--- src/verilog/oscfc_pkg.sv ---
package oscfc_pkg;

  // ****************************************
  // Frame geometry
  // ****************************************
  localparam int unsigned FRAME_BITS = 16;
  localparam int unsigned NUM_OUT = 8;
  localparam logic [7:0] BASE_PULSES = 8'h10;
  localparam logic [2:0] BYTE_MASK = 3'h7;
  localparam int unsigned CMD_OUT_LSB = 0;
  localparam int unsigned CMD_OLD_LSB = 8;
  localparam int unsigned OUT_FIVE = 4;
  localparam int unsigned OUT_SIX = 5;

  // ****************************************
  // Reset values
  // ****************************************
  localparam logic [15:0] CMD_RESET = 16'h0000;
  localparam logic [7:0] STATUS_RESET = 8'h00;
  localparam logic [7:0] STATUS_PAD = 8'h00;

  // ****************************************
  // Timing
  // ****************************************
  localparam int unsigned CLK_PERIOD_PS = 5000;
  localparam int unsigned FILTER_TIME_US = 100;
  localparam int unsigned FILTER_CYCLES = (FILTER_TIME_US * 1000000 + CLK_PERIOD_PS - 1)
    / CLK_PERIOD_PS;
  localparam int unsigned FILTER_W = 16;

  typedef enum logic [1:0] {
    OSCFC_IDLE = 2'b00,
    OSCFC_FRAME = 2'b01
  } oscfc_link_t;

endpackage : oscfc_pkg

--- src/verilog/oscfc_top.sv ---
// Overview of operation
// RULE1: Overtemperature and overcurrent faults set the output's status bit.
// RULE2: Open load while an output is on is never reported.
// RULE3: Off-state open load reports only when that output's detect current is on.
// RULE4: Battery overvoltage turns all outputs off; commanded state returns after.
// RULE5: Overtemperature shuts only that output; it restarts unless since commanded off.
// RULE6: Sleep or logic supply loss resets everything: outputs off, currents off. Code clears only command and status registers.
// RULE7: Controller lowers inputs and commands outputs off before sleep.
// RULE8: Status word shifts out while the command word shifts in.
// RULE9: No faults with currents enabled means all status bits read zero.
// RULE10: Controller classifies faults using the previous command bit.
// RULE11: Controller spaces command writes more than 300 us apart.
// RULE12: First 16 returned bits are eight zeros then eight status bits.
// RULE13: In longer frames later returned bits echo the bits sent earlier.
// RULE14: Last 16 bits before select rises become the command on that edge.
// RULE15: Only frames of 16 plus a multiple of 8 clocks are accepted.
// RULE16: Each output has its own open-load indication, used only while off.
// RULE17: Detect current follows its command bit, off at reset and in sleep.
// RULE18: Select rise starts a fault filter; open-load input ignored until expiry.
// RULE19: Open-load faults stay latched until read out.
// RULE20: Thermal limit turns an output off until cooled, then it retries.
// RULE21: Short faults report regardless of detect current enables.
// RULE22: Undervoltage turns all outputs off; recovery resets the logic.
// RULE23: Command bits 0 to 7 switch outputs 1 to 8.
// RULE24: Command bits 8 to 15 enable detect currents of outputs 1 to 8.
// RULE25: Frames shift most significant bit first both ways.
// RULE26: Direct drive inputs five and six are ORed with their command bits.
// RULE27: Status is loaded into the shift register when select falls.
`timescale 1ns/1ps
module oscfc_top
  import oscfc_pkg::*;
#(
  parameter int unsigned FILTER_COUNT = FILTER_CYCLES
) (
  input wire logic clk,
  input wire logic resetn,
  input wire logic wake,
  input wire logic logic_supply_ok,
  input wire logic battery_supply_uv,
  input wire logic battery_supply_ov,
  input wire logic sclk,
  input wire logic cs_n,
  input wire logic sdi,
  output logic sdo,
  input wire logic direct_drive_input_five,
  input wire logic direct_drive_input_six,
  input wire logic [NUM_OUT-1:0] thermal_limit,
  input wire logic [NUM_OUT-1:0] overcurrent,
  input wire logic [NUM_OUT-1:0] open_load_cmp,
  output logic [NUM_OUT-1:0] out_on,
  output logic [NUM_OUT-1:0] detect_current_on
);
  import oscfc_pkg::*;

  // ****************************************
  // Reset and sleep
  // ****************************************
  logic rst_meta_q;
  logic rst_q;
  logic rst_n;
  logic [8:0] sync_in;
  logic [8:0] sync_out;
  logic sclk_s;
  logic cs_act_s;
  logic cs_n_s;
  logic sdi_s;
  logic wake_s;
  logic vdd_s;
  logic uv_s;
  logic ov_s;
  logic dd5_s;
  logic dd6_s;
  logic [NUM_OUT-1:0] thermal_limit_s;
  logic [NUM_OUT-1:0] oc_s;
  logic [NUM_OUT-1:0] olc_s;
  logic sleep_n;

  always_ff @(posedge clk or negedge resetn) begin
    if (!resetn) begin
      rst_meta_q <= 1'b0;
      rst_q <= 1'b0;
    end else begin
      rst_meta_q <= 1'b1;
      rst_q <= rst_meta_q;
    end
  end
  assign rst_n = rst_q;

  // Select crosses inverted so the cleared synchroniser reads as idle;
  // otherwise a false frame would open as reset lets go
  assign sync_in = {sclk, ~cs_n, sdi, wake, logic_supply_ok, battery_supply_uv,
    battery_supply_ov, direct_drive_input_five, direct_drive_input_six};

  oscfc_sync #(.W(9)) u_sync_ctl (
    .clk(clk),
    .rst_n(rst_n),
    .d(sync_in),
    .q(sync_out)
  );

  oscfc_sync #(.W(3 * NUM_OUT)) u_sync_flt (
    .clk(clk),
    .rst_n(rst_n),
    .d({thermal_limit, overcurrent, open_load_cmp}),
    .q({thermal_limit_s, oc_s, olc_s})
  );

  assign {sclk_s, cs_act_s, sdi_s, wake_s, vdd_s, uv_s, ov_s, dd5_s, dd6_s} = sync_out;
  assign cs_n_s = ~cs_act_s;

  // Sleep and undervoltage both act as a synchronous logic reset
  assign sleep_n = wake_s & vdd_s & !uv_s; // see RULE6 see RULE22

  // ****************************************
  // Link edge detection
  // ****************************************
  logic sclk_d_q;
  logic cs_n_d_q;
  logic sclk_rise;
  logic sclk_fall;
  logic cs_fall;
  logic cs_rise;
  oscfc_link_t link_q;
  oscfc_link_t link_d;

  // Edge decode shared by link clock and select
  function automatic logic went_high(input logic now_v, input logic was_v);
    went_high = now_v & !was_v;
  endfunction : went_high

  always_ff @(posedge clk or negedge rst_n) begin
    if (!rst_n) begin
      sclk_d_q <= 1'b0;
      cs_n_d_q <= 1'b1;
    end else begin
      sclk_d_q <= sclk_s;
      cs_n_d_q <= cs_n_s;
    end
  end

  assign sclk_rise = went_high(sclk_s, sclk_d_q) & !cs_n_s;
  assign sclk_fall = went_high(sclk_d_q, sclk_s) & !cs_n_s;
  assign cs_fall = went_high(cs_n_d_q, cs_n_s);
  assign cs_rise = went_high(cs_n_s, cs_n_d_q);

  // Frame state only tracks select; link clock edges outside it are ignored
  always_comb begin
    link_d = link_q;
    case (link_q)
      OSCFC_IDLE: if (cs_fall) link_d = OSCFC_FRAME;
      OSCFC_FRAME: if (cs_rise) link_d = OSCFC_IDLE;
      default: link_d = OSCFC_IDLE;
    endcase
  end

  // ****************************************
  // Shift register and pulse count
  // ****************************************
  logic [FRAME_BITS-1:0] shift_q;
  logic [FRAME_BITS-1:0] shift_d;
  logic [FRAME_BITS-1:0] cmd_q;
  logic [7:0] pulse_q;
  logic [7:0] pulse_d;
  logic sdo_q;
  logic sdo_d;
  logic [NUM_OUT-1:0] status_q;
  logic [NUM_OUT-1:0] status_d;
  logic frame_ok;

  function automatic logic count_ok(input logic [7:0] n);
    count_ok = (n >= BASE_PULSES) && ((n & {5'h00, BYTE_MASK}) == 8'h00);
  endfunction : count_ok

  // Counter saturates so very long frames cannot wrap into a legal count
  assign frame_ok = count_ok(pulse_q) && (pulse_q != 8'hff); // see RULE15

  always_comb begin
    shift_d = shift_q;
    pulse_d = pulse_q;
    sdo_d = sdo_q;
    if (cs_fall) begin
      // Status is frozen into the frame before the first link clock edge
      shift_d = {STATUS_PAD, status_q}; // see RULE27 see RULE12 see RULE8
      sdo_d = STATUS_PAD[7];
      pulse_d = 8'h00;
    end else if (link_q == OSCFC_FRAME) begin
      if (sclk_rise) begin
        shift_d = {shift_q[FRAME_BITS-2:0], sdi_s}; // see RULE25 see RULE13
        if (pulse_q != 8'hff) begin
          pulse_d = pulse_q + 8'h01;
        end
      end
      // Next bit leaves on the falling edge so it is settled at the master's rise
      if (sclk_fall) begin
        sdo_d = shift_q[FRAME_BITS-1]; // see RULE25
      end
    end
  end

  always_ff @(posedge clk or negedge rst_n) begin
    if (!rst_n) begin
      link_q <= OSCFC_IDLE;
      shift_q <= CMD_RESET;
      pulse_q <= 8'h00;
      sdo_q <= 1'b0;
    end else begin
      link_q <= link_d;
      shift_q <= shift_d;
      pulse_q <= pulse_d;
      sdo_q <= sdo_d;
    end
  end

  assign sdo = sdo_q;

  // ****************************************
  // Command latch
  // ****************************************
  // Rejected frames leave the command as it was; status still reloads next frame
  always_ff @(posedge clk or negedge rst_n) begin
    if (!rst_n) begin
      cmd_q <= CMD_RESET;
    end else if (!sleep_n) begin
      cmd_q <= CMD_RESET; // see RULE6 see RULE17
    end else if (cs_rise && link_q == OSCFC_FRAME && frame_ok) begin
      cmd_q <= shift_q; // see RULE14 see RULE15
    end
  end

  // ****************************************
  // Fault filter timer
  // ****************************************
  // Counts down from each select rise; open-load sensing waits for zero
  logic [FILTER_W-1:0] filt_q;
  logic [FILTER_W-1:0] filt_d;
  logic filt_done;

  assign filt_done = (filt_q == '0);

  always_comb begin
    filt_d = filt_q;
    if (cs_rise) begin
      filt_d = FILTER_W'(FILTER_COUNT); // see RULE18
    end else if (!filt_done) begin
      filt_d = filt_q - FILTER_W'(1);
    end
  end

  always_ff @(posedge clk or negedge rst_n) begin
    if (!rst_n) begin
      filt_q <= '0;
    end else begin
      filt_q <= filt_d;
    end
  end

  // ****************************************
  // Fault status and output drive
  // ****************************************
  logic [NUM_OUT-1:0] cmd_out;
  logic [NUM_OUT-1:0] cmd_old;
  logic [NUM_OUT-1:0] want_on;
  logic [NUM_OUT-1:0] open_flt;
  logic [NUM_OUT-1:0] short_flt;

  assign cmd_out = cmd_q[CMD_OUT_LSB +: NUM_OUT]; // see RULE23
  assign cmd_old = cmd_q[CMD_OLD_LSB +: NUM_OUT]; // see RULE24

  // Direct drive only ever adds on-time to outputs five and six
  always_comb begin
    want_on = cmd_out;
    want_on[OUT_FIVE] = cmd_out[OUT_FIVE] | dd5_s; // see RULE26
    want_on[OUT_SIX] = cmd_out[OUT_SIX] | dd6_s; // see RULE26
  end

  // Open load only counts when off, current on and filter elapsed
  assign open_flt = olc_s & ~want_on & cmd_old // see RULE2 see RULE3 see RULE16
    & {NUM_OUT{filt_done}}; // see RULE18
  assign short_flt = thermal_limit_s | oc_s; // see RULE1 see RULE21

  // Set wins over the clear at frame start so no event is lost
  always_comb begin
    status_d = status_q;
    if (cs_fall) begin
      status_d = STATUS_RESET;
    end
    status_d = status_d | open_flt | short_flt; // see RULE19 see RULE9
  end

  always_ff @(posedge clk or negedge rst_n) begin
    if (!rst_n) begin
      status_q <= STATUS_RESET;
    end else if (!sleep_n) begin
      // Sleep drops latched faults together with the command
      status_q <= STATUS_RESET; // see RULE6
    end else begin
      status_q <= status_d;
    end
  end

  // Thermal shutdown is per output and recovers without software help
  assign out_on = want_on & ~thermal_limit_s // see RULE5 see RULE20
    & {NUM_OUT{!ov_s && sleep_n}}; // see RULE4 see RULE22
  assign detect_current_on = cmd_old & {NUM_OUT{sleep_n}}; // see RULE17

endmodule : oscfc_top

--- src/verilog/oscfc_sync.sv ---
`timescale 1ns/1ps
module oscfc_sync #(
  parameter int unsigned W = 1
) (
  input wire logic clk,
  input wire logic rst_n,
  input wire logic [W-1:0] d,
  output logic [W-1:0] q
);
  logic [W-1:0] meta_q;

  // ****************************************
  // Two-flop synchroniser
  // ****************************************
  always_ff @(posedge clk or negedge rst_n) begin
    if (!rst_n) begin
      meta_q <= '0;
      q <= '0;
    end else begin
      meta_q <= d;
      q <= meta_q;
    end
  end
endmodule : oscfc_sync

--- config.mk ---
export PLATFORM = sky130hd
export DESIGN_NAME = oscfc_top
export DESIGN_NICKNAME = d
export VERILOG_FILES = /design/src/verilog/oscfc_pkg.sv /design/src/verilog/oscfc_top.sv /design/src/verilog/oscfc_sync.sv
export SDC_FILE = /design/constraint.sdc
export NUM_CORES = 1
export LEC_CHECK = 0
export ABC_AREA = 1
export BUFFER_PORTS_ARGS = -buffer_cell sky130_fd_sc_hd__buf_2
export CORE_AREA = 5 5 122 124
export DETAILED_ROUTE_END_ITERATION = 10
export DIE_AREA = 0 0 127 129
export SLEW_MARGIN = 20
export SYNTH_ARGS = -nofsm -noshare
export SYNTH_HDL_FRONTEND = slang
export SYNTH_HIERARCHICAL = 1
export SYNTH_SLANG_ARGS = --single-unit
export TNS_END_PERCENT = 10
--- constraint.sdc ---
create_clock -name clk -period 7.6 [get_ports clk]
set_input_delay 1.52 -clock clk [delete_from_list [all_inputs] [get_ports clk]]
set_output_delay 1.52 -clock clk [all_outputs]
set_load 0.01 [all_outputs]
==> results of run 1 <==
path summary, 6_finish.rpt:
path | depth (start not counted) | to | start | slack (ns)
hold reg to reg | 0 | u_sync_flt/q[9] | u_sync_flt/meta_q[9] | 0.35
setup reg to reg | 7 | filt_q[1] | filt_q[0] | 5.77
setup / recovery | 6 | out_on[6] | u_sync_ctl/q[3] | 3.97
hold / removal | 0 | u_sync_flt/q[9] | u_sync_flt/meta_q[9] | 0.35
max in group asynchronous | 1 | u_sync_ctl/q[1] | rst_n | 5.78
min in group asynchronous | 0 | u_sync_flt/q[11] | rst_n | 0.39
stage by stage:
step | cell area (um^2) | instances | util [%]
after floorplan | 5290 | 529 | -
after global placement | 5720 | 751 | 41.9
after detailed placement | 5720 | 751 | 41.9
after CTS | 6360 | 783 | 46.5
after global routing | 6360 | 783 | 46.5
final | 6360 | 783 | 46.5
cell type report:
type | instances | area share [%]
timing repair buffer | 54 | 4.37
sequential | 136 | 53.6
inverter | 73 | 4.31
clock inverter | 14 | 3.07
multi-input combinational | 308 | 24.2
tap | 180 | 3.54
clock buffer | 18 | 6.91
sequential cells by signal (all words and copies together), names as in the netlist, 8 cells and up:
register,count
cmd_q,16
filt_q,16
pulse_q,8
shift_q,16
status_q,8
u_sync_ctl/meta_q,9
u_sync_ctl/q,9
u_sync_flt/meta_q,24
u_sync_flt/q,24
routing by layer:
layer | share of wire [%] | up-vias
li1 | - | 1825
met1 | 45 | 1791
met2 | 49 | 80
met3 | 4.3 | 13
met4 | 1.5 | 0
met5 | 0 | -
cell families after synthesis:
group / Yosys count / synth area share (%)
AO/OA/AOI/OAI: 67 / 7.21
AND/OR/NAND/NOR: 236 / 20.9
flip-flops: 136 / 64.3
buffers and inverters: 85 / 6.62
other: 1 / 0.0709
adder cells (fa/ha/maj): 3 / 0.709
XOR/XNOR: 1 / 0.166
cell usage in the layout (no fill, tap or decap), drive strengths merged:
cell / n
o31ai: 6
conb: 1
dfstp: 1
nand4: 10
dfrtp: 135
o221ai: 2
clkbuf: 18
a21oi: 17
o21ai: 39
nor3: 14
ha: 3
o22ai: 1
clkinvlp: 4
nand3: 62
inv: 76
buf: 54
nand2: 79
xor2: 1
nor2: 61
and2: 1
clkinv: 3
bufinv: 4
a211o: 2
or2: 9
power breakdown:
part	switching (W)	leakage, nW	internal, W	total, W
sequential	0.0000358	1.69	0.000770	0.000806
clock	0.000311	0.299	0.000559	0.000870
combinational	0.0000836	1.02	0.0000478	0.000131
==> report_table.html, run 1 <==
<table>
<tr><th>Metric</th><th>Value</th></tr>
<tr><th colspan="2">Power</th></tr>
<tr><td>Power per Cell Area</td><td>284 mW/mm^2</td></tr>
<tr><td>Total power of the final layout</td><td>0.00181 W</td></tr>
<tr><td>Maximum VDD drop</td><td>0.145 mV</td></tr>
<tr><td>Leakage Power</td><td>3.01 nW</td></tr>
<tr><th colspan="2">Clock tree</th></tr>
<tr><td>H-Tree Level Count</td><td>4</td></tr>
<tr><td>CTS max path bufs</td><td>2</td></tr>
<tr><td>Post-CTS Setup Bufs</td><td>0</td></tr>
<tr><td>Clock insertion delay at the later pin of the skew report</td><td>0.42 ns</td></tr>
<tr><td>TritonCTS clock tree</td><td>done</td></tr>
<tr><td>Clk slew on worst S/H paths</td><td>0.06 ns</td></tr>
<tr><td>Clk sinks</td><td>136</td></tr>
<tr><td>Post-CTS Hold Fix Bufs</td><td>0</td></tr>
<tr><td>CTS Buf Count</td><td>17</td></tr>
<tr><td>Resize count post-CTS</td><td>0</td></tr>
<tr><td>Buffer type at the clock tree root</td><td>sky130_fd_sc_hd__clkbuf_16</td></tr>
<tr><th colspan="2">Worst setup path</th></tr>
<tr><td>Top cell family by delay on the critical path</td><td>simple AND/OR/NAND/NOR gates</td></tr>
<tr><td>Cell with the biggest individual delay on the critical path</td><td>sky130_fd_sc_hd__or2_2</td></tr>
<tr><td>Cell Chain, Critical Path</td><td>nor2_1, buf_4, inv_2, or2_2, nor3_1, buf_2</td></tr>
<tr><td>Data arrival time of the critical path</td><td>2.11 ns</td></tr>
<tr><td>Type of the setup path with the least slack</td><td>reg -&gt; out</td></tr>
<tr><td>Highest cell delay on the worst timing path</td><td>0.44 ns</td></tr>
<tr><td>Crit. End Element</td><td>output pin</td></tr>
<tr><td>Required time at the endpoint of the critical path</td><td>6.08 ns</td></tr>
<tr><td>Critical path launch point type</td><td>flop</td></tr>
<tr><td>Crit path buffers/inverters</td><td>3</td></tr>
<tr><td>Highest fanout seen on the critical path</td><td>20</td></tr>
<tr><th colspan="2">Logic synthesis</th></tr>
<tr><td>#FFs+latches synth</td><td>136</td></tr>
<tr><td>Most instantiated cells after synthesis</td><td>sky130_fd_sc_hd__dfrtp_1 (135), sky130_fd_sc_hd__nand2_1 (75), sky130_fd_sc_hd__inv_1 (70)</td></tr>
<tr><td>Synth Instances</td><td>529</td></tr>
<tr><td>Seq/Total Area, Yosys</td><td>64.3%</td></tr>
<tr><td>Cell with the most instances after synthesis</td><td>sky130_fd_sc_hd__dfrtp_1</td></tr>
<tr><td>Prevailing post-synth register cell</td><td>sky130_fd_sc_hd__dfrtp_1</td></tr>
<tr><td>Most area-hungry cell type in the Yosys netlist</td><td>sky130_fd_sc_hd__dfrtp_1</td></tr>
<tr><td>Synthesized net count</td><td>567</td></tr>
<tr><td>Avg Inst Size Synth</td><td>10.0 um^2</td></tr>
<tr><td>Fraction of registers with async set or reset after synthesis</td><td>100%</td></tr>
<tr><td>Share of the synthesized area in the top cell type</td><td>63.8%</td></tr>
<tr><td>Cell variety after synth</td><td>32</td></tr>
<tr><td>Largest cells by area after synthesis</td><td>sky130_fd_sc_hd__dfrtp_1 (64%), sky130_fd_sc_hd__nand3_1 (5.9%), sky130_fd_sc_hd__nand2_1 (5.3%)</td></tr>
<tr><td>Count of warnings emitted by yosys</td><td>6</td></tr>
<tr><td>Combined area of all synthesized cells</td><td>0.00529 mm^2</td></tr>
<tr><td>Number of enable flip-flop cells after synthesis</td><td>0</td></tr>
<tr><th colspan="2">Die</th></tr>
<tr><td>DIE AREA</td><td>0.0164 mm^2</td></tr>
<tr><td># IOs</td><td>52</td></tr>
<tr><td>Horizontal die dimension</td><td>127 um</td></tr>
<tr><td>Core region area</td><td>0.0137 mm^2</td></tr>
<tr><td>Number of rows in the core area</td><td>43</td></tr>
<tr><td>Height of the chip</td><td>129 um</td></tr>
<tr><td>Starting density of the core</td><td>38.7%</td></tr>
<tr><th colspan="2">Routing</th></tr>
<tr><td>Count of unresolved DRC violations after routing</td><td>0</td></tr>
<tr><td>Routed wire length per instance</td><td>13.4 um</td></tr>
<tr><td>Post-Route WL</td><td>10.5 mm</td></tr>
<tr><td>Via count</td><td>3709</td></tr>
<tr><td>Remaining number of nets flagged by the antenna check after routing</td><td>0</td></tr>
<tr><td>Detailed router's first-iteration violation count</td><td>263</td></tr>
<tr><td>Number of search-and-repair iterations in the first detailed-routing pass</td><td>4</td></tr>
<tr><td>Post-detailed-route via-to-cell ratio</td><td>4.74</td></tr>
<tr><th colspan="2">Cells and area</th></tr>
<tr><td>Final nets</td><td>628</td></tr>
<tr><td>Ant. Diodes</td><td>0</td></tr>
<tr><td>Share of cells above drive strength 1</td><td>18.7%</td></tr>
<tr><td>Count of filler cells inserted in the layout</td><td>1322</td></tr>
<tr><td>Area Growth Syn to Fin</td><td>20.1%</td></tr>
<tr><td>Sequential standard cell area</td><td>0.00341 mm^2</td></tr>
<tr><td>Area occupied by multi-input gates</td><td>0.00154 mm^2</td></tr>
<tr><th colspan="2">Global route</th></tr>
<tr><td>Met2 track demand over resource</td><td>22.7%</td></tr>
<tr><td>Met3 track utilization from global routing</td><td>4.03%</td></tr>
<tr><td>Largest net degree at the start of global routing</td><td>80</td></tr>
<tr><td>Via count of the first global-routing pass</td><td>3849</td></tr>
<tr><td>Overall fraction of global-route tracks in use</td><td>14.1%</td></tr>
<tr><td>Grt met1 use</td><td>18.0%</td></tr>
<tr><td>GR peak layer</td><td>met2</td></tr>
<tr><td>Global-route wire length before repair</td><td>18.3 mm</td></tr>
<tr><td>Antenna violations before repair</td><td>0</td></tr>
<tr><td>Total congestion overflow after global routing</td><td>0</td></tr>
<tr><th colspan="2">Place</th></tr>
<tr><td>Pre-CTS setup slack</td><td>4.36 ns</td></tr>
<tr><td>Number of buffers inserted by port buffering</td><td>51</td></tr>
<tr><td>RePlAce Congestion</td><td>0.853</td></tr>
<tr><td>DP HPWL</td><td>6.95 mm</td></tr>
<tr><th colspan="2">Min path</th></tr>
<tr><td>Worst min-delay path category</td><td>reg -&gt; reg</td></tr>
<tr><th colspan="2">Timing</th></tr>
<tr><td>Setup repair after global routing missed its margin</td><td>false</td></tr>
<tr><td>Total negative slack for setup checks</td><td>0 ns</td></tr>
<tr><td>Final hold vios</td><td>0</td></tr>
<tr><td>Final setup violation count</td><td>0</td></tr>
<tr><td>Clock period minus final worst setup slack</td><td>3.63 ns</td></tr>
<tr><td>Max Clk Rate</td><td>275 MHz</td></tr>
<tr><td>Setup skew after layout</td><td>0.00944 ns</td></tr>
<tr><td>Slew HR</td><td>35.9%</td></tr>
<tr><td>Total count of max-transition violations in the final report</td><td>0</td></tr>
<tr><td>Worst Hold Margin</td><td>0.346 ns</td></tr>
<tr><td>Worst-Margin Slew</td><td>0.962 ns</td></tr>
<tr><td>Min setup slack post-route</td><td>3.97 ns</td></tr>
<tr><td>Final cycle utilization of the critical path</td><td>47.8%</td></tr>
<tr><th colspan="2">Flow run</th></tr>
<tr><td>Max-capacitance violation count</td><td>0</td></tr>
<tr><th colspan="2">Run status</th></tr>
<tr><td>Status</td><td>complete, no violations</td></tr>
</table>
(Power assumes the default switching activity.)
==> run 2, diff against run 1 <==
==> constraint.sdc (replaced) <==
create_clock -name clk -period 3.5 [get_ports clk]
set_input_delay 0.7 -clock clk [delete_from_list [all_inputs] [get_ports clk]]
set_output_delay 0.7 -clock clk [all_outputs]
set_load 0.01 [all_outputs]
==> run 2 against run 1 <==
Against the previous run:
- flip-flop and latch count stayed put
- setup slack worse by 3.3 ns
- clock skew is 0.0029 ns lower
- combinational power is 120% higher
- total power is 120% higher
- register-to-register slack worse by 4.0 ns
- routed wire length is 0.18% lower
- hold slack worse by 0.29 ns
- critical path type unchanged
- sequential power is 120% higher
- cell count is 0.13% higher
==> report_table.html, run 2 (synthesis results as in run 1) <==
<table>
<tr><th>Metric</th><th>Value</th></tr>
<tr><th colspan="2">Run status</th></tr>
<tr><td>Status</td><td>complete, no violations (unchanged)</td></tr>
<tr><th colspan="2">Routing</th></tr>
<tr><td>Detailed router's first-iteration violation count</td><td>217 (was 263)</td></tr>
<tr><td>Post-detailed-route via-to-cell ratio</td><td>4.80 (was 4.74)</td></tr>
<tr><td>Routed wire length per instance</td><td>13.4 um (about the same)</td></tr>
<tr><td>Post-Route WL</td><td>10.5 mm (about the same)</td></tr>
<tr><td>Remaining number of nets flagged by the antenna check after routing</td><td>0 (unchanged)</td></tr>
<tr><td>Number of search-and-repair iterations in the first detailed-routing pass</td><td>4 (unchanged)</td></tr>
<tr><td>Via count</td><td>3762 (was 3709)</td></tr>
<tr><td>Count of unresolved DRC violations after routing</td><td>0 (unchanged)</td></tr>
<tr><th colspan="2">Place</th></tr>
<tr><td>Placed Area</td><td>0.00574 mm^2 (was 0.00572 mm^2)</td></tr>
<tr><td>Number of buffers inserted by port buffering</td><td>51 (unchanged)</td></tr>
<tr><td>Pre-CTS setup slack</td><td>1.06 ns (was 4.36 ns)</td></tr>
<tr><td>RePlAce Congestion</td><td>0.824 (was 0.853)</td></tr>
<tr><td>DP HPWL</td><td>7.22 mm (was 6.95 mm)</td></tr>
<tr><th colspan="2">Global route</th></tr>
<tr><td>Antenna violations before repair</td><td>0 (unchanged)</td></tr>
<tr><td>Overall fraction of global-route tracks in use</td><td>14.2% (was 14.1%)</td></tr>
<tr><td>Total congestion overflow after global routing</td><td>0 (unchanged)</td></tr>
<tr><td>Global-route wire length before repair</td><td>18.2 mm (was 18.3 mm)</td></tr>
<tr><td>Via count of the first global-routing pass</td><td>3817 (was 3849)</td></tr>
<tr><td>Largest net degree at the start of global routing</td><td>63 (was 80)</td></tr>
<tr><th colspan="2">Worst setup path</th></tr>
<tr><td>Highest fanout seen on the critical path</td><td>20 (unchanged)</td></tr>
<tr><td>Crit path buffers/inverters</td><td>3 (unchanged)</td></tr>
<tr><td>Cell with the biggest individual delay on the critical path</td><td>sky130_fd_sc_hd__or2_2 (unchanged)</td></tr>
<tr><td>Data arrival time of the critical path</td><td>2.17 ns (was 2.11 ns)</td></tr>
<tr><td>Type of the setup path with the least slack</td><td>reg -&gt; out (unchanged)</td></tr>
<tr><td>Top cell family by delay on the critical path</td><td>simple AND/OR/NAND/NOR gates (unchanged)</td></tr>
<tr><td>Highest cell delay on the worst timing path</td><td>0.44 ns (about the same)</td></tr>
<tr><td>Cell Chain, Critical Path</td><td>nor2_1, buf_4, inv_2, or2_2, nor3_1, buf_2 (unchanged)</td></tr>
<tr><td>Required time at the endpoint of the critical path</td><td>2.80 ns (was 6.08 ns)</td></tr>
<tr><td>Critical path launch point type</td><td>flop (unchanged)</td></tr>
<tr><td>Crit. End Element</td><td>output pin (unchanged)</td></tr>
<tr><th colspan="2">Clock tree</th></tr>
<tr><td>CTS max path bufs</td><td>2 (unchanged)</td></tr>
<tr><td>Clk sinks</td><td>136 (unchanged)</td></tr>
<tr><td>Post-CTS Hold Fix Bufs</td><td>0 (unchanged)</td></tr>
<tr><td>TritonCTS clock tree</td><td>done (unchanged)</td></tr>
<tr><td>H-Tree Level Count</td><td>4 (unchanged)</td></tr>
<tr><td>Post-CTS Setup Bufs</td><td>0 (unchanged)</td></tr>
<tr><td>CTS Buf Count</td><td>17 (unchanged)</td></tr>
<tr><td>Clk slew on worst S/H paths</td><td>0.05 ns (was 0.06 ns)</td></tr>
<tr><td>Buffer type at the clock tree root</td><td>sky130_fd_sc_hd__clkbuf_16 (unchanged)</td></tr>
<tr><td>Clock insertion delay at the later pin of the skew report</td><td>0.41 ns (was 0.42 ns)</td></tr>
<tr><td>Resize count post-CTS</td><td>0 (unchanged)</td></tr>
<tr><th colspan="2">Timing</th></tr>
<tr><td>Final hold vios</td><td>0 (unchanged)</td></tr>
<tr><td>Final cycle utilization of the critical path</td><td>81.9%</td></tr>
<tr><td>Slew HR</td><td>47.3% (was 35.9%)</td></tr>
<tr><td>Setup skew after layout</td><td>0.00649 ns (was 0.00944 ns)</td></tr>
<tr><td>Min setup slack post-route</td><td>0.635 ns (was 3.97 ns)</td></tr>
<tr><td>Worst-Margin Slew</td><td>0.790 ns (was 0.962 ns)</td></tr>
<tr><td>Max Clk Rate</td><td>349 MHz</td></tr>
<tr><td>Total count of max-transition violations in the final report</td><td>0 (unchanged)</td></tr>
<tr><td>Worst Hold Margin</td><td>0.0599 ns (was 0.346 ns)</td></tr>
<tr><td>Clock period minus final worst setup slack</td><td>2.87 ns</td></tr>
<tr><td>Setup repair after global routing missed its margin</td><td>false (unchanged)</td></tr>
<tr><td>Final setup violation count</td><td>0 (unchanged)</td></tr>
<tr><td>Total negative slack for setup checks</td><td>0 ns (unchanged)</td></tr>
<tr><th colspan="2">Cells and area</th></tr>
<tr><td>Final nets</td><td>629 (was 628)</td></tr>
<tr><td>Most used cells in the layout excluding fill and tap cells</td><td>sky130_fd_sc_hd__dfrtp_1 (134), sky130_fd_sc_hd__nand2_1 (75), sky130_fd_sc_hd__inv_1 (70) (unchanged)</td></tr>
<tr><td>Post-route design area</td><td>0.00641 mm^2 (was 0.00636 mm^2)</td></tr>
<tr><td>Share of cells above drive strength 1</td><td>18.9% (was 18.7%)</td></tr>
<tr><td>Ant. Diodes</td><td>0 (unchanged)</td></tr>
<tr><td>Count of filler cells inserted in the layout</td><td>1283 (was 1322)</td></tr>
<tr><td>Area Growth Syn to Fin</td><td>21.0% (was 20.1%)</td></tr>
<tr><td>Most common cell after layout, fill and taps aside</td><td>sky130_fd_sc_hd__dfrtp_1 (unchanged)</td></tr>
<tr><td>Top flop regs</td><td>u_sync_flt/meta_q: 24 flops, u_sync_flt/q: 24 flops (unchanged)</td></tr>
<tr><th colspan="2">Die</th></tr>
<tr><td>Height of the chip</td><td>129 um (unchanged)</td></tr>
<tr><td># IOs</td><td>52 (unchanged)</td></tr>
<tr><td>Starting density of the core</td><td>38.7% (unchanged)</td></tr>
<tr><td>DIE AREA</td><td>0.0164 mm^2 (unchanged)</td></tr>
<tr><td>Horizontal die dimension</td><td>127 um (unchanged)</td></tr>
<tr><td>Number of rows in the core area</td><td>43 (unchanged)</td></tr>
<tr><td>Core region area</td><td>0.0137 mm^2 (unchanged)</td></tr>
<tr><th colspan="2">Power</th></tr>
<tr><td>Total power of the final layout</td><td>0.00401 W (was 0.00181 W)</td></tr>
<tr><td>Maximum VDD drop</td><td>0.431 mV (was 0.145 mV)</td></tr>
<tr><td>Leakage Power</td><td>3.04 nW (was 3.01 nW)</td></tr>
<tr><td>Power per Cell Area</td><td>626 mW/mm^2 (was 284 mW/mm^2)</td></tr>
<tr><th colspan="2">Min path</th></tr>
<tr><td>Worst min-delay path category</td><td>in -&gt; async (was reg -&gt; reg)</td></tr>
<tr><th colspan="2">Flow run</th></tr>
<tr><td>Max-capacitance violation count</td><td>0 (unchanged)</td></tr>
</table>
run 2: changes by cell type in the layout (fill, tap and decap cells not counted):
cell,before,now
sky130_fd_sc_hd__inv_6,3,0
sky130_fd_sc_hd__clkbuf_8,1,3
sky130_fd_sc_hd__clkinv_2,2,3
sky130_fd_sc_hd__clkinvlp_4,4,3
sky130_fd_sc_hd__buf_12,0,1
sky130_fd_sc_hd__bufinv_16,4,5
run 2: layer usage:
layer | vias up | part of all wire [%] | wire length (um) | global-route usage, %
met5 | - | 0 | 0 | 0
met3 | 17 | 3.7 | 385 | 3.94
met2 | 74 | 50 | 5220 | 22.8
li1 | 1831 | - | - | -
met4 | 0 | 2.1 | 216 | 6.81
met1 | 1840 | 45 | 4680 | 17.9
run 2: path summary, 6_finish.rpt:
| path | startpoint | to | slack (ns) | depth (start not counted) |
|---|---|---|---|---|
| max | u_sync_ctl/q[3] | out_on[7] | 0.63 | 6 |
| min | resetn | rst_n | 0.06 | 1 |
| max reg2reg | u_sync_ctl/q[7] | shift_q[5] | 1.74 | 5 |
| min reg2reg | u_sync_flt/meta_q[11] | u_sync_flt/q[11] | 0.35 | 0 |
| max in group asynchronous | rst_n | u_sync_ctl/meta_q[3] | 2.27 | 1 |
| min in group clk | u_sync_flt/meta_q[11] | u_sync_flt/q[11] | 0.35 | 0 |
run 2: final cells by class:
class / instances / area [um^2] / area share, %
Sequential cell: 136 / 3410 / 53.2
Multi-Input combinational cell: 308 / 1540 / 24.0
Clock buffer: 20 / 467 / 7.29
Timing Repair Buffer: 55 / 298 / 4.65
Inverter: 73 / 274 / 4.28
Tap cell: 180 / 225 / 3.52
Clock inverter: 12 / 196 / 3.07
run 2: power breakdown:
part | total, W | switching (W) | internal (W)
sequential | 0.00175 | 0.0000788 | 0.00167
combinational | 0.000289 | 0.000183 | 0.000106
clock | 0.00197 | 0.000649 | 0.00132
run 2: through the flow:
stage,instances,utilization (%)
floorplan,529,-
global placement,752,42.0
detailed placement,752,42.0
CTS,784,46.9
global route,784,46.9
finish,784,46.9
==> run 3, diff against run 2 <==
==> constraint.sdc (replaced) <==
create_clock -name clk -period 2.91 [get_ports clk]
set_input_delay 0.582 -clock clk [delete_from_list [all_inputs] [get_ports clk]]
set_output_delay 0.582 -clock clk [all_outputs]
set_load 0.01 [all_outputs]
==> run 3 against run 2 <==
Against the previous run:
- global-route usage shrank 0.15 points
- cell count increased by 0.13%
- sequential power grew 20%
- flip-flop and latch count unchanged
- utilization fell by 0.20 points
- register-to-register slack worse by 0.61 ns
- via count about the same
- critical path depth shrank 1
- setup slack lost 0.23 ns
- largest cell class unchanged
- largest power group unchanged
==> report_table.html, run 3 (synthesis results as in run 1) <==
<table>
<tr><th>Metric</th><th>Value</th></tr>
<tr><th colspan="2">Cells and area</th></tr>
<tr><td>Share of cells above drive strength 1</td><td>18.8% (was 18.9%)</td></tr>
<tr><td>Area Growth Syn to Fin</td><td>20.5% (was 21.0%)</td></tr>
<tr><td>Final design utilization</td><td>46.7% (was 46.9%)</td></tr>
<tr><td>Count of filler cells inserted in the layout</td><td>1308 (was 1283)</td></tr>
<tr><td>Ant. Diodes</td><td>0 (unchanged)</td></tr>
<tr><td>Final nets</td><td>630 (was 629)</td></tr>
<tr><td>Final cell count without fillers</td><td>785 (was 784)</td></tr>
<tr><td>Most used cells in the layout excluding fill and tap cells</td><td>sky130_fd_sc_hd__dfrtp_1 (134), sky130_fd_sc_hd__nand2_1 (75), sky130_fd_sc_hd__inv_1 (70) (unchanged)</td></tr>
<tr><td>Most common cell after layout, fill and taps aside</td><td>sky130_fd_sc_hd__dfrtp_1 (unchanged)</td></tr>
<tr><td>Top flop regs</td><td>u_sync_flt/meta_q: 24 flops, u_sync_flt/q: 24 flops (unchanged)</td></tr>
<tr><th colspan="2">Place</th></tr>
<tr><td>DP HPWL</td><td>7.02 mm (was 7.22 mm)</td></tr>
<tr><td>Number of buffers inserted by port buffering</td><td>51 (unchanged)</td></tr>
<tr><td>RePlAce Congestion</td><td>0.806 (was 0.824)</td></tr>
<tr><td>Number of instances in the placed design</td><td>752 (unchanged)</td></tr>
<tr><th colspan="2">Routing</th></tr>
<tr><td>Top layer in use</td><td>met4 (unchanged)</td></tr>
<tr><td>Routed wire length per instance</td><td>13.4 um (about the same)</td></tr>
<tr><td>Remaining number of nets flagged by the antenna check after routing</td><td>0 (unchanged)</td></tr>
<tr><td>Number of search-and-repair iterations in the first detailed-routing pass</td><td>4 (unchanged)</td></tr>
<tr><td>Via count</td><td>3760 (was 3762)</td></tr>
<tr><td>Count of unresolved DRC violations after routing</td><td>0 (unchanged)</td></tr>
<tr><td>Routed wl met2</td><td>5.13 mm (was 5.22 mm)</td></tr>
<tr><td>Routed wl met3</td><td>582 um (was 385 um)</td></tr>
<tr><td>Detailed router's first-iteration violation count</td><td>325 (was 217)</td></tr>
<tr><td>Post-Route WL</td><td>10.5 mm (about the same)</td></tr>
<tr><td>Post-detailed-route via-to-cell ratio</td><td>4.79 (was 4.80)</td></tr>
<tr><td>Wire length the detailed router placed on met1</td><td>4.61 mm (was 4.68 mm)</td></tr>
<tr><th colspan="2">Timing</th></tr>
<tr><td>Worst Hold Margin</td><td>0.263 ns (was 0.0599 ns)</td></tr>
<tr><td>Max Clk Rate</td><td>400 MHz</td></tr>
<tr><td>Final hold vios</td><td>0 (unchanged)</td></tr>
<tr><td>Final cycle utilization of the critical path</td><td>86.0%</td></tr>
<tr><td>Worst-Margin Slew</td><td>0.519 ns (was 0.790 ns)</td></tr>
<tr><td>Total negative slack for setup checks</td><td>0 ns (unchanged)</td></tr>
<tr><td>Setup skew after layout</td><td>0.0183 ns (was 0.00649 ns)</td></tr>
<tr><td>Clock period minus final worst setup slack</td><td>2.50 ns</td></tr>
<tr><td>Final setup violation count</td><td>0 (unchanged)</td></tr>
<tr><td>Slew HR</td><td>65.4% (was 47.3%)</td></tr>
<tr><td>Total count of max-transition violations in the final report</td><td>0 (unchanged)</td></tr>
<tr><td>Setup repair after global routing missed its margin</td><td>false (unchanged)</td></tr>
<tr><th colspan="2">Clock tree</th></tr>
<tr><td>Resize count post-CTS</td><td>0 (unchanged)</td></tr>
<tr><td>Buffer type at the clock tree root</td><td>sky130_fd_sc_hd__clkbuf_16 (unchanged)</td></tr>
<tr><td>H-Tree Level Count</td><td>4 (unchanged)</td></tr>
<tr><td>TritonCTS clock tree</td><td>done (unchanged)</td></tr>
<tr><td>Clock insertion delay at the later pin of the skew report</td><td>0.42 ns (was 0.41 ns)</td></tr>
<tr><td>Post-CTS Setup Bufs</td><td>0 (unchanged)</td></tr>
<tr><td>CTS max path bufs</td><td>2 (unchanged)</td></tr>
<tr><td>Clk slew on worst S/H paths</td><td>0.06 ns (was 0.05 ns)</td></tr>
<tr><td>Post-CTS Hold Fix Bufs</td><td>1 (was 0)</td></tr>
<tr><td>CTS Buf Count</td><td>17 (unchanged)</td></tr>
<tr><td>Clk sinks</td><td>136 (unchanged)</td></tr>
<tr><th colspan="2">Run status</th></tr>
<tr><td>Status</td><td>complete, no violations (unchanged)</td></tr>
<tr><th colspan="2">Worst setup path</th></tr>
<tr><td>Required time at the endpoint of the critical path</td><td>2.33 ns (was 2.80 ns)</td></tr>
<tr><td>Data arrival time of the critical path</td><td>1.92 ns (was 2.17 ns)</td></tr>
<tr><td>Highest fanout seen on the critical path</td><td>17 (was 20)</td></tr>
<tr><td>Number of cells on the worst reg-to-reg path</td><td>4 (was 5)</td></tr>
<tr><td>Critical path launch point type</td><td>flop (unchanged)</td></tr>
<tr><td>Type of the setup path with the least slack</td><td>reg -&gt; out (unchanged)</td></tr>
<tr><td>Crit. End Element</td><td>output pin (unchanged)</td></tr>
<tr><td>Cell Chain, Critical Path</td><td>nor2_1, inv_2, or2_2, nor3_1, buf_2 (was nor2_1, buf_4, inv_2, or2_2, nor3_1, buf_2)</td></tr>
<tr><td>Highest cell delay on the worst timing path</td><td>0.43 ns (was 0.44 ns)</td></tr>
<tr><td>Cell with the biggest individual delay on the critical path</td><td>sky130_fd_sc_hd__or2_2 (unchanged)</td></tr>
<tr><th colspan="2">Global route</th></tr>
<tr><td>Via count of the first global-routing pass</td><td>3774 (was 3817)</td></tr>
<tr><td>Largest net degree at the start of global routing</td><td>73 (was 63)</td></tr>
<tr><td>Global-route wire length before repair</td><td>18.1 mm (was 18.2 mm)</td></tr>
<tr><td>Total congestion overflow after global routing</td><td>0 (unchanged)</td></tr>
<tr><td>Antenna violations before repair</td><td>0 (unchanged)</td></tr>
<tr><td>Overall fraction of global-route tracks in use</td><td>14.1% (was 14.2%)</td></tr>
<tr><th colspan="2">Min path</th></tr>
<tr><td>Worst min-delay path category</td><td>in -&gt; reg (was in -&gt; async)</td></tr>
<tr><td>Worst hold path cell count</td><td>1</td></tr>
<tr><th colspan="2">Die</th></tr>
<tr><td>Horizontal die dimension</td><td>127 um (unchanged)</td></tr>
<tr><td>Core region area</td><td>0.0137 mm^2 (unchanged)</td></tr>
<tr><td># IOs</td><td>52 (unchanged)</td></tr>
<tr><td>DIE AREA</td><td>0.0164 mm^2 (unchanged)</td></tr>
<tr><td>Height of the chip</td><td>129 um (unchanged)</td></tr>
<tr><td>Starting density of the core</td><td>38.7% (unchanged)</td></tr>
<tr><td>Number of rows in the core area</td><td>43 (unchanged)</td></tr>
<tr><th colspan="2">Power</th></tr>
<tr><td>Power per Cell Area</td><td>738 mW/mm^2 (was 626 mW/mm^2)</td></tr>
<tr><td>Leakage Power</td><td>3.02 nW (was 3.04 nW)</td></tr>
<tr><td>Maximum VDD drop</td><td>0.739 mV (was 0.431 mV)</td></tr>
<tr><td>Total power of the final layout</td><td>0.00471 W (was 0.00401 W)</td></tr>
<tr><th colspan="2">Flow run</th></tr>
<tr><td>Max-capacitance violation count</td><td>0 (unchanged)</td></tr>
</table>
run 3: changes by cell type in the layout (fill, tap and decap cells not counted):
cell and change:
sky130_fd_sc_hd__dlygate4sd3_1 +1, sky130_fd_sc_hd__clkinvlp_4 +1, sky130_fd_sc_hd__clkbuf_8 -2, sky130_fd_sc_hd__inv_8 +2, sky130_fd_sc_hd__inv_6 +4, sky130_fd_sc_hd__clkinv_2 -3, sky130_fd_sc_hd__bufinv_16 -2
run 3: metrics by stage:
| stage | area, um^2 | setup WS (ns) |
|---|---|---|
| finish | 6380 | 0.408 |
| global route | 6380 | 0.270 |
| CTS | 6380 | 0.377 |
| detailed placement | 5740 | 0.842 |
| global placement | 5740 | 0.905 |
| floorplan | 5290 | 0.650 |
run 3: path summary, 6_finish.rpt:
kind / from / to / slack, ns
min in group asynchronous: rst_n / u_sync_flt/q[3] / 0.31
min: overcurrent[1] / u_sync_flt/meta_q[9] / 0.26
max: u_sync_ctl/q[3] / out_on[7] / 0.41
min reg2reg: rst_n / u_sync_flt/q[3] / 0.31
max in group asynchronous: rst_n / cs_n_d_q / 1.81
max reg2reg: u_sync_ctl/q[7] / shift_q[4] / 1.13
run 3: final cells by class:
| cell class | instances | area (um^2) | share of cell area (%) |
|---|---|---|---|
| Multi-Input combinational cell | 308 | 1540 | 24.1 |
| Timing Repair Buffer | 56 | 308 | 4.83 |
| Tap cell | 180 | 225 | 3.53 |
| Clock buffer | 18 | 439 | 6.89 |
| Clock inverter | 14 | 186 | 2.92 |
| Inverter | 73 | 274 | 4.30 |
| Sequential cell | 136 | 3410 | 53.4 |
run 3: worst max-delay path, delay by kind of cell (launching register included):
kind | cells | cell delay [ns]
AND/OR/NAND/NOR | 3 | 0.80
buffers and inverters | 2 | 0.34
flip-flops | 1 | 0.36
run 3: layer usage:
metal	global-route usage [%]	up-vias
li1	-	1838
met1	17.6	1824
met2	22.7	81
met3	3.90	17
met4	6.62	0
met5	0	-
run 3: power breakdown:
| group | internal, W | switching (W) | total (W) |
|---|---|---|---|
| clock | 0.00139 | 0.000861 | 0.00225 |
| combinational | 0.000129 | 0.000226 | 0.000354 |
| sequential | 0.00201 | 0.0000900 | 0.00210 |
